<file path="src/hdl/sound_pkg.sv">
/*
 sound playback controller package: register offsets, control fields,
 reset values, rate divider counts and carrier structs.
 assumes a 50 MHz system clock.
*/
package sound_pkg;

   localparam logic [3:0] off_control = 4'h0;
   localparam logic [3:0] off_sample = 4'h4;
   localparam logic [3:0] off_irq_status = 4'h8;
   localparam logic [3:0] off_irq_enable = 4'hc;

   localparam int bit_irq_mask = 0;
   localparam int bit_rate_lo = 1;
   localparam int bit_channel_swap = 3;
   localparam int bit_dac_enable = 4;
   localparam int bit_power = 5;
   localparam int bit_dma_mask = 6;
   localparam int bit_mono = 7;

   localparam logic [7:0] control_reset = 8'h00;
   localparam logic [31:0] sample_reset = 32'h0000_0000;

   localparam int evt_word_taken = 0;
   localparam int evt_underrun = 1;
   localparam int num_events = 2;

   localparam int clk_hz = 50_000_000;
   localparam int rate_hz_44k = 44_100;
   localparam int rate_hz_22k = 22_050;
   localparam int rate_hz_11k = 11_025;
   localparam int rate_hz_8k = 8_000;
   localparam logic [12:0] div_44k = 13'(clk_hz / rate_hz_44k);
   localparam logic [12:0] div_22k = 13'(clk_hz / rate_hz_22k);
   localparam logic [12:0] div_11k = 13'(clk_hz / rate_hz_11k);
   localparam logic [12:0] div_8k = 13'(clk_hz / rate_hz_8k);

   typedef struct packed {
      logic mono;
      logic dma_unmask;
      logic power_on;
      logic dac_enable;
      logic channel_swap;
      logic [1:0] rate_select;
      logic irq_unmask;
   } control_t;

   typedef struct packed {
      logic [7:0] left;
      logic [7:0] right;
   } dac_pair_t;

endpackage

</file>
<file path="src/hdl/sound_dac_playback.sv">
/*
 sound playback controller with a classic wishbone register slave.
 assumes a single 50 MHz clock and an async active-low reset; the
 dma controller or cpu refills the sample word on request.
*/
// What this block does
// - dma request reaches the pin only while control bit 6 is set.
// - control bit 5 clear holds the block in power-down.
// - channel swap bit 3 clear sends the low byte left, set sends it right.
// - interrupt request reaches the pin only while control bit 0 is set.
// - stereo plays the low 16-bit half first, then the high half.
// - after the first slot (low half in stereo, lowest byte in mono) is consumed a new-word request is raised.
// - bit 7 selects mono; mono plays the lower byte before the higher.
// - mono presents the same sample on both dac outputs.
// - one new-data request per 32-bit word period, set by the rate.
// - rates of 44.1, 22.05, 11.025 and 8 kHz are supported.
`timescale 1ns/10ps
module sound_dac_playback (
   input wire logic clk,
   input wire logic rst_n,
   input wire logic wb_cyc_i,
   input wire logic wb_stb_i,
   input wire logic wb_we_i,
   input wire logic [3:0] wb_adr_i,
   input wire logic [3:0] wb_sel_i,
   input wire logic [31:0] wb_dat_i,
   output logic [31:0] wb_dat_o,
   output logic wb_ack_o,
   output logic [7:0] left_dac_out,
   output logic [7:0] right_dac_out,
   output logic dma_req,
   output logic irq_req,
   output logic irq
);

   logic rst_meta_q;
   logic rst_sync_q;
   sound_pkg::control_t control_q;
   logic [31:0] sample_q;
   logic word_full_q;
   logic [1:0] slot_q;
   logic [12:0] div_cnt_q;
   logic tick;
   logic need_word_q;
   logic [sound_pkg::num_events-1:0] status_q;
   logic [sound_pkg::num_events-1:0] enable_q;
   logic [sound_pkg::num_events-1:0] event_set;
   logic wr_stb;
   logic rd_stb;
   logic wr_control;
   logic wr_sample;
   logic wr_status;
   logic wr_enable;
   logic [sound_pkg::num_events-1:0] status_clr;
   logic first_slot_tick;
   logic last_slot_tick;
   logic [12:0] period;
   sound_pkg::dac_pair_t pair;
   logic [7:0] cur_byte;
   logic [15:0] cur_half;
   logic last_slot;

   function automatic logic [12:0] rate_period(input logic [1:0] sel);
      case (sel)
         2'h0: rate_period = sound_pkg::div_11k;
         2'h1: rate_period = sound_pkg::div_22k;
         2'h2: rate_period = sound_pkg::div_44k;
         default: rate_period = sound_pkg::div_8k;
      endcase
   endfunction

   function automatic logic [31:0] merge(input logic [31:0] old, input logic [31:0] nw,
                                         input logic [3:0] sel);
      logic [31:0] r;
      r = old;
      for (int i = 0; i < 4; i++) begin
         if (sel[i]) begin
            r[i*8 +: 8] = nw[i*8 +: 8];
         end
      end
      merge = r;
   endfunction

   // address decode shared by every register write; reads decode in read_word
   function automatic logic reg_hit(input logic [3:0] adr, input logic [3:0] off);
      reg_hit = (adr == off);
   endfunction

   // unmapped offsets read as zero rather than aliasing a register
   function automatic logic [31:0] read_word(input logic [3:0] adr,
                                             input sound_pkg::control_t ctl,
                                             input logic [31:0] smp,
                                             input logic [1:0] sts,
                                             input logic [1:0] ena);
      case (adr)
         sound_pkg::off_control: read_word = {24'h000000, ctl};
         sound_pkg::off_sample: read_word = smp;
         sound_pkg::off_irq_status: read_word = {30'h0, sts};
         sound_pkg::off_irq_enable: read_word = {30'h0, ena};
         default: read_word = 32'h0000_0000;
      endcase
   endfunction

   // async assert, release through two flops so no flop sees a runt edge

   always_ff @(posedge clk or negedge rst_n) begin
      if (!rst_n) begin
         rst_meta_q <= 1'b0;
         rst_sync_q <= 1'b0;
      end else begin
         rst_meta_q <= 1'b1;
         rst_sync_q <= rst_meta_q;
      end
   end

   // ack drops the cycle after it is given, so requests never double-take
   assign wr_stb = wb_cyc_i && wb_stb_i && !wb_ack_o && wb_we_i;
   assign rd_stb = wb_cyc_i && wb_stb_i && !wb_ack_o && !wb_we_i;
   // control and status take byte lane 0 only; the word takes all four
   assign wr_control = wr_stb && reg_hit(wb_adr_i, sound_pkg::off_control) && wb_sel_i[0];
   assign wr_sample = wr_stb && reg_hit(wb_adr_i, sound_pkg::off_sample);
   assign wr_status = wr_stb && reg_hit(wb_adr_i, sound_pkg::off_irq_status) && wb_sel_i[0];
   assign wr_enable = wr_stb && reg_hit(wb_adr_i, sound_pkg::off_irq_enable) && wb_sel_i[0];

   always_ff @(posedge clk or negedge rst_sync_q) begin
      if (!rst_sync_q) begin
         wb_ack_o <= 1'b0;
      end else begin
         wb_ack_o <= wb_cyc_i && wb_stb_i && !wb_ack_o;
      end
   end

   always_ff @(posedge clk or negedge rst_sync_q) begin
      if (!rst_sync_q) begin
         wb_dat_o <= 32'h0000_0000;
      end else if (rd_stb) begin
         wb_dat_o <= read_word(wb_adr_i, control_q, sample_q, status_q, enable_q);
      end
   end

   always_ff @(posedge clk or negedge rst_sync_q) begin
      if (!rst_sync_q) begin
         control_q <= sound_pkg::control_reset;
      end else if (wr_control) begin
         control_q <= wb_dat_i[7:0];
      end
   end

   always_ff @(posedge clk or negedge rst_sync_q) begin
      if (!rst_sync_q) begin
         enable_q <= '0;
      end else if (wr_enable) begin
         enable_q <= wb_dat_i[sound_pkg::num_events-1:0];
      end
   end

   // sample word; a write marks it full and withdraws the request
   always_ff @(posedge clk or negedge rst_sync_q) begin
      if (!rst_sync_q) begin
         sample_q <= sound_pkg::sample_reset;
      end else if (wr_sample) begin
         sample_q <= merge(sample_q, wb_dat_i, wb_sel_i);
      end
   end

   // rate divider; stopped in power-down to save switching
   assign period = rate_period(control_q.rate_select);
   always_ff @(posedge clk or negedge rst_sync_q) begin
      if (!rst_sync_q) begin
         div_cnt_q <= 13'h0000;
      end else if (!control_q.power_on) begin
         div_cnt_q <= 13'h0000;
      end else if (tick) begin
         div_cnt_q <= 13'h0000;
      end else begin
         div_cnt_q <= div_cnt_q + 13'h0001;
      end
   end
   assign tick = control_q.power_on && (div_cnt_q >= period - 13'h0001);

   // shared strobes for the first and last slot of a word
   assign first_slot_tick = tick && slot_q == 2'h0;
   assign last_slot_tick = tick && last_slot;

   // stereo: two samples per word, mono: four
   assign last_slot = control_q.mono ? (slot_q == 2'h3) : (slot_q == 2'h1);
   assign cur_half = slot_q[0] ? sample_q[31:16] : sample_q[15:0];
   always_comb begin
      cur_byte = sample_q[slot_q*8 +: 8];
      if (control_q.mono) begin
         pair.left = cur_byte;
         pair.right = cur_byte;
      end else if (control_q.channel_swap) begin
         pair.left = cur_half[15:8];
         pair.right = cur_half[7:0];
      end else begin
         pair.left = cur_half[7:0];
         pair.right = cur_half[15:8];
      end
   end

   always_ff @(posedge clk or negedge rst_sync_q) begin
      if (!rst_sync_q) begin
         slot_q <= 2'h0;
      end else if (!control_q.power_on) begin
         slot_q <= 2'h0;
      end else if (tick) begin
         slot_q <= last_slot ? 2'h0 : slot_q + 2'h1;
      end
   end

   // full flag only feeds underrun; playback itself never stalls
   always_ff @(posedge clk or negedge rst_sync_q) begin
      if (!rst_sync_q) begin
         word_full_q <= 1'b0;
      end else if (wr_sample) begin
         word_full_q <= 1'b1;
      end else if (last_slot_tick) begin
         word_full_q <= 1'b0;
      end
   end

   // request after the first slot is played: once per word period
   always_ff @(posedge clk or negedge rst_sync_q) begin
      if (!rst_sync_q) begin
         need_word_q <= 1'b0;
      end else if (!control_q.power_on) begin
         need_word_q <= 1'b0;
      end else if (wr_sample) begin
         need_word_q <= 1'b0;
      end else if (first_slot_tick) begin
         need_word_q <= 1'b1;
      end
   end

   always_ff @(posedge clk or negedge rst_sync_q) begin
      if (!rst_sync_q) begin
         dma_req <= 1'b0;
      end else begin
         dma_req <= need_word_q && control_q.dma_unmask;
      end
   end

   // interrupt path masked on its own; software keeps only one unmasked
   always_ff @(posedge clk or negedge rst_sync_q) begin
      if (!rst_sync_q) begin
         irq_req <= 1'b0;
      end else begin
         irq_req <= need_word_q && control_q.irq_unmask;
      end
   end

   // dac holds its last value while disabled, no idle toggling
   always_ff @(posedge clk or negedge rst_sync_q) begin
      if (!rst_sync_q) begin
         left_dac_out <= 8'h00;
         right_dac_out <= 8'h00;
      end else if (!control_q.power_on) begin
         left_dac_out <= 8'h00;
         right_dac_out <= 8'h00;
      end else if (control_q.dac_enable && tick) begin
         left_dac_out <= pair.left;
         right_dac_out <= pair.right;
      end
   end

   // sticky status; a set in the clear cycle wins
   always_comb begin
      event_set = '0;
      event_set[sound_pkg::evt_word_taken] = first_slot_tick;
      event_set[sound_pkg::evt_underrun] = last_slot_tick && !word_full_q;
   end

   // write-one-to-clear mask, zero outside a status write
   always_comb begin
      status_clr = '0;
      if (wr_status) begin
         status_clr = wb_dat_i[sound_pkg::num_events-1:0];
      end
   end

   always_ff @(posedge clk or negedge rst_sync_q) begin
      if (!rst_sync_q) begin
         status_q <= '0;
      end else begin
         status_q <= (status_q & ~status_clr) | event_set;
      end
   end

   // registered so the pin never glitches on a status write
   always_ff @(posedge clk or negedge rst_sync_q) begin
      if (!rst_sync_q) begin
         irq <= 1'b0;
      end else begin
         irq <= |(status_q & enable_q);
      end
   end

endmodule

</file>
<file path="config.mk">
export PLATFORM = sky130hd
export DESIGN_NAME = sound_dac_playback
export DESIGN_NICKNAME = d
export VERILOG_FILES = /design/src/hdl/sound_pkg.sv /design/src/hdl/sound_dac_playback.sv
export SDC_FILE = /design/constraint.sdc
export NUM_CORES = 1
export LEC_CHECK = 0
export ABC_AREA = 1
export BUFFER_PORTS_ARGS = -buffer_cell sky130_fd_sc_hd__buf_2
export CAP_MARGIN = 20
export CORE_MARGIN = 5
export CORE_UTILIZATION = 45
export DETAILED_ROUTE_END_ITERATION = 12
export PLACE_DENSITY = 0.74
export SYNTH_ARGS = -nofsm -noshare
export SYNTH_HDL_FRONTEND = slang
export SYNTH_SLANG_ARGS = --single-unit
export TNS_END_PERCENT = 10
</file>
<file path="constraint.sdc">
create_clock -name clk -period 4.2 [get_ports clk]
set_input_delay 0.42 -clock clk [delete_from_list [all_inputs] [get_ports clk]]
set_output_delay 0.42 -clock clk [all_outputs]
set_load 0.01 [all_outputs]
</file>
; Word-level counts from Yosys, hierarchy flattened
; Cells that the tools add are included.
[op_classes]
addsub = 3
order_cmp = 1
eq_ne = 10
n_shift = 1
n_mux = 21
n_bitwise = 4
n_reduce_logical = 30
[op_table]
columns = op, count
row1 = one-hot mux 32 bit (4 select lines), 1
row2 = two-way mux 16 bit, 3
row3 = one-hot mux 13 bit (3 select lines), 1
row4 = two-way mux 8 bit, 4
row5 = indexed part select 32 x 6 -> 8 bit, 1
row6 = two-way mux 13 bit, 2
row7 = logical AND 1 bit, 18
row8 = "adder 13 x 1 -> 13 bit, second input constant", 1
row9 = greater-or-equal comparator 13 bit, 1
row10 = "subtractor 13 x 1 -> 13 bit, second input constant", 1
row11 = "== test 4 bit, second input constant", 2
row12 = two-way mux 2 bit, 4
row13 = AND reduction 2 bit, 4
row14 = two-way mux 1 bit, 6
row15 = bitwise AND 2 bit, 2
row16 = "== test 2 x 1 -> 1 bit, second input constant", 2
row17 = "== test 2 bit, second input constant", 2
row18 = "== test 4 x 3 -> 1 bit, second input constant", 1
row19 = logical NOT 2 bit, 2
row20 = logical NOT 4 bit, 1
row21 = "!= test 2 x 1 -> 1 bit, second input constant", 2
row22 = logical NOT 1 bit, 3
row23 = "!= test 3 x 1 -> 1 bit, second input constant", 1
row24 = "adder 2 x 1 -> 2 bit, second input constant", 1
row25 = 4 further kinds, 4
[totals]
regBits = 115
in_bits = 45
out_inout_bits = 52
wordCells = 96

; Logic depth before layout (Yosys ltp)
; Gate-level depths: netlist of run 1.
[depth]
depth_word = 9
depth_mapped = 16
depth_no_buf = 15

; Worst setup path after synthesis of run 1
; No wires, ideal clock.
[synth_path]
path_type = register to register
startpoint = register control_q[1] (netlist bit)
endpoint = register div_cnt_q[10]
t_arrival_ns = 2.202
t_required_ns = 4.120
path_slack_ns = 1.918
stages_incl_launch_ff = 13
n_path_buf = 1
synth_period_minus_slack_ns = 2.282
path_cell_list = dfrtp_1 > inv_1 > ha_1 > o21ai_0 > ha_1 > nand2_1 > inv_1 > nand2_1 > nand3_1 > nand2_1 > nand4_2 > buf_2 > nor3b_2
[synth_between]
elab_chain_len = 7
word_cells_on_any_way = 9
cone_classes = add/sub: 1 / order compare: 1 / eq/ne: 2 / mux: 3 / reduce/logical: 2
[synth_lines]
columns = item, line
row1 = from (decl), sound_dac_playback.sv:38  ; sound_pkg::control_t control_q;
row2 = from (signal assigned), sound_dac_playback.sv:143  ; control_q <= sound_pkg::control_reset;
row3 = from (signal assigned), sound_dac_playback.sv:145  ; control_q <= wb_dat_i[7:0];
row4 = "== test 2 bit, or another cell as far along", sound_dac_playback.sv:64  ; case (sel)
row5 = one-hot mux 13 bit (3 select lines) (*), sound_dac_playback.sv:64
row6 = subtractor 13 x 1 -> 13 bit (*), sound_dac_playback.sv:179  ; assign tick = control_q.power_on && (div_cnt_q >= period - 13'h0001);
row7 = greater-or-equal comparator 13 bit (*), sound_dac_playback.sv:179
row8 = logical AND 1 bit (*), sound_dac_playback.sv:179
row9 = two-way mux 13 bit (*), sound_dac_playback.sv:173  ; end else if (tick) begin
row10 = two-way mux 13 bit (*), sound_dac_playback.sv:171  ; end else if (!control_q.power_on) begin
row11 = to (signal assigned), sound_dac_playback.sv:176  ; div_cnt_q <= div_cnt_q + 13'h0001;
row12 = to (decl), sound_dac_playback.sv:42  ; logic [12:0] div_cnt_q;
; Mark *: on every way between the ends. The rest lies on a longest branch, timed or not.
; A chain may end at the register's enable or synchronous reset.

; Worst setup path after layout of run 1
[layout_path]
startpoint = register control_q[1] (netlist bit)
endpoint = register div_cnt_q[5]
; The elaborated chain is that of the path after synthesis.

==> results of run 1 <==
[worst reg2reg max path: cells and delay by family (launching register included)]
family | cells | cell delay [ns]
flops | 1 | 0.46
simple gates | 6 | 1.08
compound gates | 1 | 0.34
buf+inv | 2 | 0.20
fa+ha+maj | 2 | 0.60
[final cells by class]
| cell class | count | area [um^2] | area share (%) |
|---|---|---|---|
| multi-input combinational | 499 | 2720 | 37.3 |
| inverter | 94 | 353 | 4.85 |
| clock buffer | 24 | 502 | 6.90 |
| timing repair buffer | 102 | 528 | 7.26 |
| clock inverter | 5 | 75.1 | 1.03 |
| sequential | 115 | 2880 | 39.6 |
| tap | 176 | 220 | 3.03 |
[sequential cells by signal (all words and copies together) (netlist names), 2 cells and up]
signal,flops
sample_q,32
left_dac_out,8
control_q,8
div_cnt_q,13
slot_q,2
right_dac_out,8
wb_dat_o,32
status_q,2
enable_q,2
[power groups by stage]
stage / clock network [mW] / logic, mW / registers, mW
after floorplan: 0 / 0.162 / 1.23
after global placement: 0 / 0.261 / 1.22
after detailed placement: 0 / 0.267 / 1.22
after CTS: 1.43 / 0.269 / 1.20
after global routing: 1.49 / 0.306 / 1.21
final: 1.41 / 0.267 / 1.20
[metal layers]
metal	vias to the layer above	part of all wire, %
li1	2567	-
met1	2430	48
met2	144	44
met3	19	5.6
met4	0	1.6
met5	-	0
[kinds of logic (layout without fill, tap and decap cells)]
kind of cell	after synthesis	in the layout	share of synthesized area (%)
buf+inv	126	225	9.00
fa+ha+maj	22	22	4.48
mux	1	1	0.244
other cells	1	1	0.0610
simple gates	345	345	26.3
flops	115	115	46.8
xor+xnor	5	5	0.713
compound gates	125	125	12.4
[worst paths after layout]
path,startpoint,depth (start not counted),to,slack (ns)
setup / recovery,control_q[1],11,div_cnt_q[5],1.43
hold / removal,wb_dat_i[31],2,sample_q[31],0.24
setup reg to reg,control_q[1],11,div_cnt_q[5],1.43
hold reg to reg,rst_meta_q,0,rst_sync_q,0.36
max in group asynchronous,rst_sync_q,1,div_cnt_q[6],3.24
min in group asynchronous,rst_n,2,rst_sync_q,0.31
[placed cells by master, fill, tap and decap left out, types with 3 or more instances in the layout]
cell type / Yosys / final
nand2_4: 5 / 5
nor2_4: 5 / 5
clkinv_2: 0 / 3
buf_2: 14 / 96
buf_4: 2 / 5
nor2_1: 43 / 43
nand2_1: 202 / 202
o22ai_1: 3 / 3
ha_1: 22 / 22
a21oi_1: 29 / 29
nor2_2: 10 / 10
o21ai_0: 47 / 47
a21oi_2: 23 / 23
nand4_1: 18 / 18
dfrtp_1: 115 / 114
nand3_1: 45 / 45
clkbuf_16: 0 / 17
o21ai_2: 8 / 8
clkbuf_8: 0 / 5
o21ai_1: 11 / 11
inv_2: 4 / 4
xnor2_1: 3 / 3
nand3_4: 3 / 3
nor3_1: 4 / 4
inv_1: 89 / 89
==> run_results.csv, run 1 <==
group,metric,value,unit
grt,top_usage_layer,"met2",
grt,grtUsageMet2,27.6,%
sta,report.final.slew_viol_count,0,
critical_path,crit_type,"flip-flop to flip-flop",
drt,wl_per_cell,14.4,um
critical_path,critical_path.startpoint_type,"flip-flop",
final_layout,nFillCells,1233,
critical_path,slowest_stage,"dfrtp_1",
die,core_area,0.0133,mm^2
sta,hold_viol,0,
synthesis,yosys_most_used_dff,"dfrtp_1",
clock_tree,cts_setup_buffers,0,
synthesis,synth_warnings,0,
die,num_rows,42,
grt,grtUsageMet3,4.33,%
synthesis,synthTopCellsByArea,"dfrtp_1 (47%), nand2_1 (12%), inv_1 (5.4%), ha_1 (4.5%), o21ai_0 (3.8%)",
die,ioPinCount,97,
sta,rsz0062_at_grt,"false",
synthesis,syn_nets,807,
clock_tree,cts_sinks,115,
power,clockPowerShare,49.0,%
critical_path,max_stage_delay,0.46,ns
synthesis,netlist.area_leader.share,46.8,%
final_layout,fin_cells,1015,
die,initial_core_util,46.2,%
flow_run,maxCapViolations,0,
critical_path,worst_setup_path_end_kind,"flip-flop",
die,fp.dieW,127,um
sta,max_freq,360,MHz
drt,drt_wl_total,14.6,mm
sta,slew-limit-headroom,49.2,%
final_layout,fin_area,0.00728,mm^2
synthesis,syn_area,0.00615,mm^2
final_layout,nNetsFinal,896,
drt,vias_per_cell,5.08,
final_layout,fin_util,54.7,%
sta,finalCritPeriodShare,66.1,%
grt,grt_overflow,0,
synthesis,yosys_register_bits,115,
final_layout,syn_to_final_growth,18.4,%
sta,setup-tns-final,0,ns
critical_path,cp_num_buf_inv,2,
grt,antenna_found_initial,0,
drt,dr.first_iter.drc_count,511,
final_layout,diodes,0,
clock_tree,path_clk_slew,0.05,ns
critical_path,crit_chain,"inv_1 -> ha_1 -> o21ai_0 -> ha_1 -> nand2_1 -> inv_1 -> nand3_1 -> nor2_1 -> nor2_2 -> nand4_2 -> nor3b_1",
die,dieArea,0.0161,mm^2
drt,vias,5160,
grt,grt_pass1_wl,24.4,mm
sta,setup_ws,1.43,ns
synthesis,ys_seq_area_share,46.8,%
clock_tree,cts_made_buffers,17,
placement,place_ws,1.47,ns
grt,global_route.usage.total,18.8,%
clock_tree,cts_hold_buf,1,
placement,hpwl,10.4,mm
grt,grt_use_met1,27.2,%
power,power_frac_seq,41.7,%
critical_path,crit_fanout,15,
clock_tree,h-tree-depth,4,
power,power,2.88,mW
synthesis,synth_commonest_cells,"nand2_1 (202), dfrtp_1 (115), inv_1 (89), o21ai_0 (47), nand3_1 (45)",
placement,numPortBuffers,96,
power,leakage,3.97,nW
placement,dp_cells,985,
power,switching_share,23.9,%
power,ir_worst_vdd,266,uV
synthesis,synthCells,740,
drt,ant_nets,0,
critical_path,path_delay_family,"simple AND/OR/NAND/NOR gates",
clock_tree,clkLatencyLatePin,0.41,ns
clock_tree,cts_tree,"yes",
synthesis,synth_most_common_cell,"nand2_1",
clock_tree,cts_root_buf,"clkbuf_16",
synthesis,async_reset_ff_share,100,%
final_layout,drive_above_1_share,23.4,%
sta,setup_violations,0,
synthesis,syn_avg_cell_area,8.31,um^2
sta,fin_crit,2.77,ns
power,intPower,2.19,mW
drt,drc_errors,0,
sta,hold_slack,0.236,ns
die,die_h,127,um
critical_path,cp_data_arrival_time,3.09,ns
sta,fin_worst_skew,0.00581,ns
drt,drt-pass1-iter-count,5,
power,p_comb_share,9.3,%
min_path,hp-class,"primary input to flip-flop",
power,p_sw,0.690,mW
grt,grt_pass1_vias,4962,
critical_path,required,4.52,ns
clock_tree,cts_buffer_depth,2,
synthesis,ys_types,41,
placement,placed_cell_area,0.00669,mm^2
sta,worstMarginPinSlew,0.760,ns
run_status,status,"finished, final reports clean",
synthesis,synth_largest_area_cell,"dfrtp_1",
placement,place_congestion,0.817,
synthesis,synth-edff-count,0,
power,power_density,396,mW/mm^2
grt,grt_max_degree,58,
clock_tree,cts_resized,0,
Note: power is estimated with default switching activity, not from simulation.
==> run 2: changes to the inputs <==
clock period = 2.6 ns   (was 4.2 ns; I/O delays follow)
==> run_results.csv, run 2 (same netlist as run 1, synthesis figures left out) <==
group,metric,value,unit
run_status,status,"finished, final reports clean",
power,ir_worst_vdd,602,uV
grt,grt_max_degree,53,
sta,max_freq,417,MHz
clock_tree,cts_made_buffers,17,
drt,drt-pass1-iter-count,5,
power,clockPowerShare,50.7,%
final_layout,fin_util,55.5,%
final_layout,diodes,0,
critical_path,max_stage_delay,0.45,ns
critical_path,slowest_stage,"dfrtp_2",
final_layout,multi_input_area,0.00272,mm^2
final_layout,syn_to_final_growth,20.1,%
critical_path,cp_num_buf_inv,4,
final_layout,nFillCells,1202,
die,num_rows,42,
min_path,hp-class,"primary input to flip-flop",
sta,fin_crit,2.40,ns
placement,hpwl,10.6,mm
final_layout,drive_above_1_share,24.4,%
clock_tree,cts_sinks,115,
clock_tree,cts_tree,"yes",
final_layout,layout_common_cells,"nand2_1 (202), dfrtp_1 (113), buf_2 (96), inv_1 (89), o21ai_0 (46)",
drt,ant_nets,0,
critical_path,cp_data_arrival_time,2.70,ns
clock_tree,clkLatencyLatePin,0.42,ns
sta,report.final.slew_viol_count,0,
drt,vias,5214,
drt,vias_per_cell,5.10,
power,power_frac_seq,40.4,%
die,fp.dieW,127,um
sta,slew-limit-headroom,52.6,%
drt,dr.first_iter.drc_count,557,
critical_path,crit_chain,"inv_1 -> buf_4 -> ha_1 -> inv_1 -> nor2_1 -> nand4_1 -> ha_1 -> nand2_1 -> nor2_1 -> nand2_1 -> inv_1 -> nand2_1 -> nand3_4 -> nand3_4 -> nand3_1 -> nand2_1",
power,power_density,655,mW/mm^2
power,p_sw,1.18,mW
critical_path,crit_start,"control_q[1]",
die,dieArea,0.0161,mm^2
grt,grt_pass1_vias,4950,
clock_tree,cts_root_buf,"clkbuf_16",
grt,grt_pass1_wl,24.4,mm
critical_path,path_delay_family,"simple AND/OR/NAND/NOR gates",
power,intPower,3.66,mW
critical_path,worst_setup_path_end_kind,"flip-flop",
sta,hold_viol,0,
power,p_comb_share,8.9,%
clock_tree,path_clk_slew,0.06,ns
critical_path,crit_type,"flip-flop to flip-flop",
drt,wl_per_cell,14.3,um
grt,global_route.usage.total,19.0,%
placement,numPortBuffers,96,
sta,rsz0062_at_grt,"true",
die,die_h,127,um
drt,drc_errors,0,
die,ioPinCount,97,
clock_tree,cts_buffer_depth,2,
die,initial_core_util,46.2,%
power,switching_share,24.3,%
final_layout,nNetsFinal,901,
final_layout,regArea,0.00288,mm^2
sta,worstMarginPinSlew,0.709,ns
clock_tree,h-tree-depth,4,
grt,grt_overflow,0,
grt,antenna_found_initial,0,
die,core_area,0.0133,mm^2
sta,setup-tns-final,0,ns
critical_path,crit_fanout,16,
final_layout,reg_top3,"sample_q (32), wb_dat_o (32), div_cnt_q (13)",
sta,fin_worst_skew,0.0105,ns
min_path,hp-start,"wb_dat_i[17]",
critical_path,crit_top_cell,"nand2_1",
drt,drt_wl_total,14.7,mm
flow_run,maxCapViolations,0,
placement,place_congestion,0.872,
critical_path,required,2.90,ns
sta,finalCritPeriodShare,92.2,%
final_layout,final_common_cell,"nand2_1",
power,leakage,4.01,nW
critical_path,worstReg2RegStart,"control_q[1]",
critical_path,critical_path.startpoint_type,"flip-flop",
sta,setup_violations,0,
[run 2: cell types whose count changed in the layout (fill, tap and decap cells not counted), moves of 2 or more]
cell	change
clkinvlp_4	+3
clkbuf_8	-4
bufinv_16	+2
buf_4	+3
clkinv_4	+3
[run 2: cell type report]
| cell class | instances | share of cell area [%] |
|---|---|---|
| clock buffers | 19 | 6.00 |
| flip-flops and latches | 115 | 39.0 |
| multi-input cells | 499 | 36.8 |
| repair buffers | 107 | 7.88 |
| inverters | 94 | 4.78 |
| well taps | 176 | 2.98 |
| clock inverters | 13 | 2.49 |
[run 2: final timing paths]
check	end	slack (ns)	cells past startpoint
setup / recovery	left_dac_out[3]	0.20	16
hold / removal	sample_q[17]	0.08	3
setup reg to reg	left_dac_out[3]	0.20	16
hold reg to reg	wb_dat_o[5]	0.31	0
max in group asynchronous	control_q[1]	1.55	1
min in group asynchronous	rst_sync_q	0.15	2
[run 2: metal layers]
metal	up-vias	wire [um]	global-route usage [%]
li1	2566	-	-
met1	2443	6820	26.8
met5	-	0	0
met3	20	913	4.71
met4	0	283	7.32
met2	185	6650	28.3
[run 2: what timing repair did]
| item | CTS | global route |
|---|---|---|
| setup endpoints to repair | 0 | 26 |
| gates resized for setup | 0 | 4 |
| setup buffers | 0 | 0 |
| hold endpoints to repair | 2 | 0 |
| hold buffers | 1 | 0 |
[run 2: per-stage QoR]
stage	instance area [um^2]	setup slack (ns)	power, mW	hold slack [ns]	std cells
after floorplan	6150	0.318	2.24	-0.0356	740
after global placement	6740	0.205	2.40	0.0473	990
after detailed placement	6740	0.0368	2.41	0.0477	990
after CTS	7380	0.0321	4.87	0.0627	1023
after global routing	7380	-0.0206	5.04	0.0647	1023
final	7380	0.204	4.83	0.0753	1023
[run 2: power by group through the flow]
stage,combinational (mW),sequential (mW),clock (mW)
3_3_place_gp,0.420,1.98,0
6_report,0.432,1.95,2.45
2_1_floorplan,0.262,1.98,0
4_1_cts,0.433,1.95,2.49
3_5_place_dp,0.428,1.98,0
5_1_grt,0.492,1.97,2.58
[run 2: worst reg2reg max path: cells and delay by family, from the launching register on]
family	cells	cell delay [ns]
fa+ha+maj	2	0.43
buf+inv	4	0.34
flops	1	0.45
simple gates	10	1.05
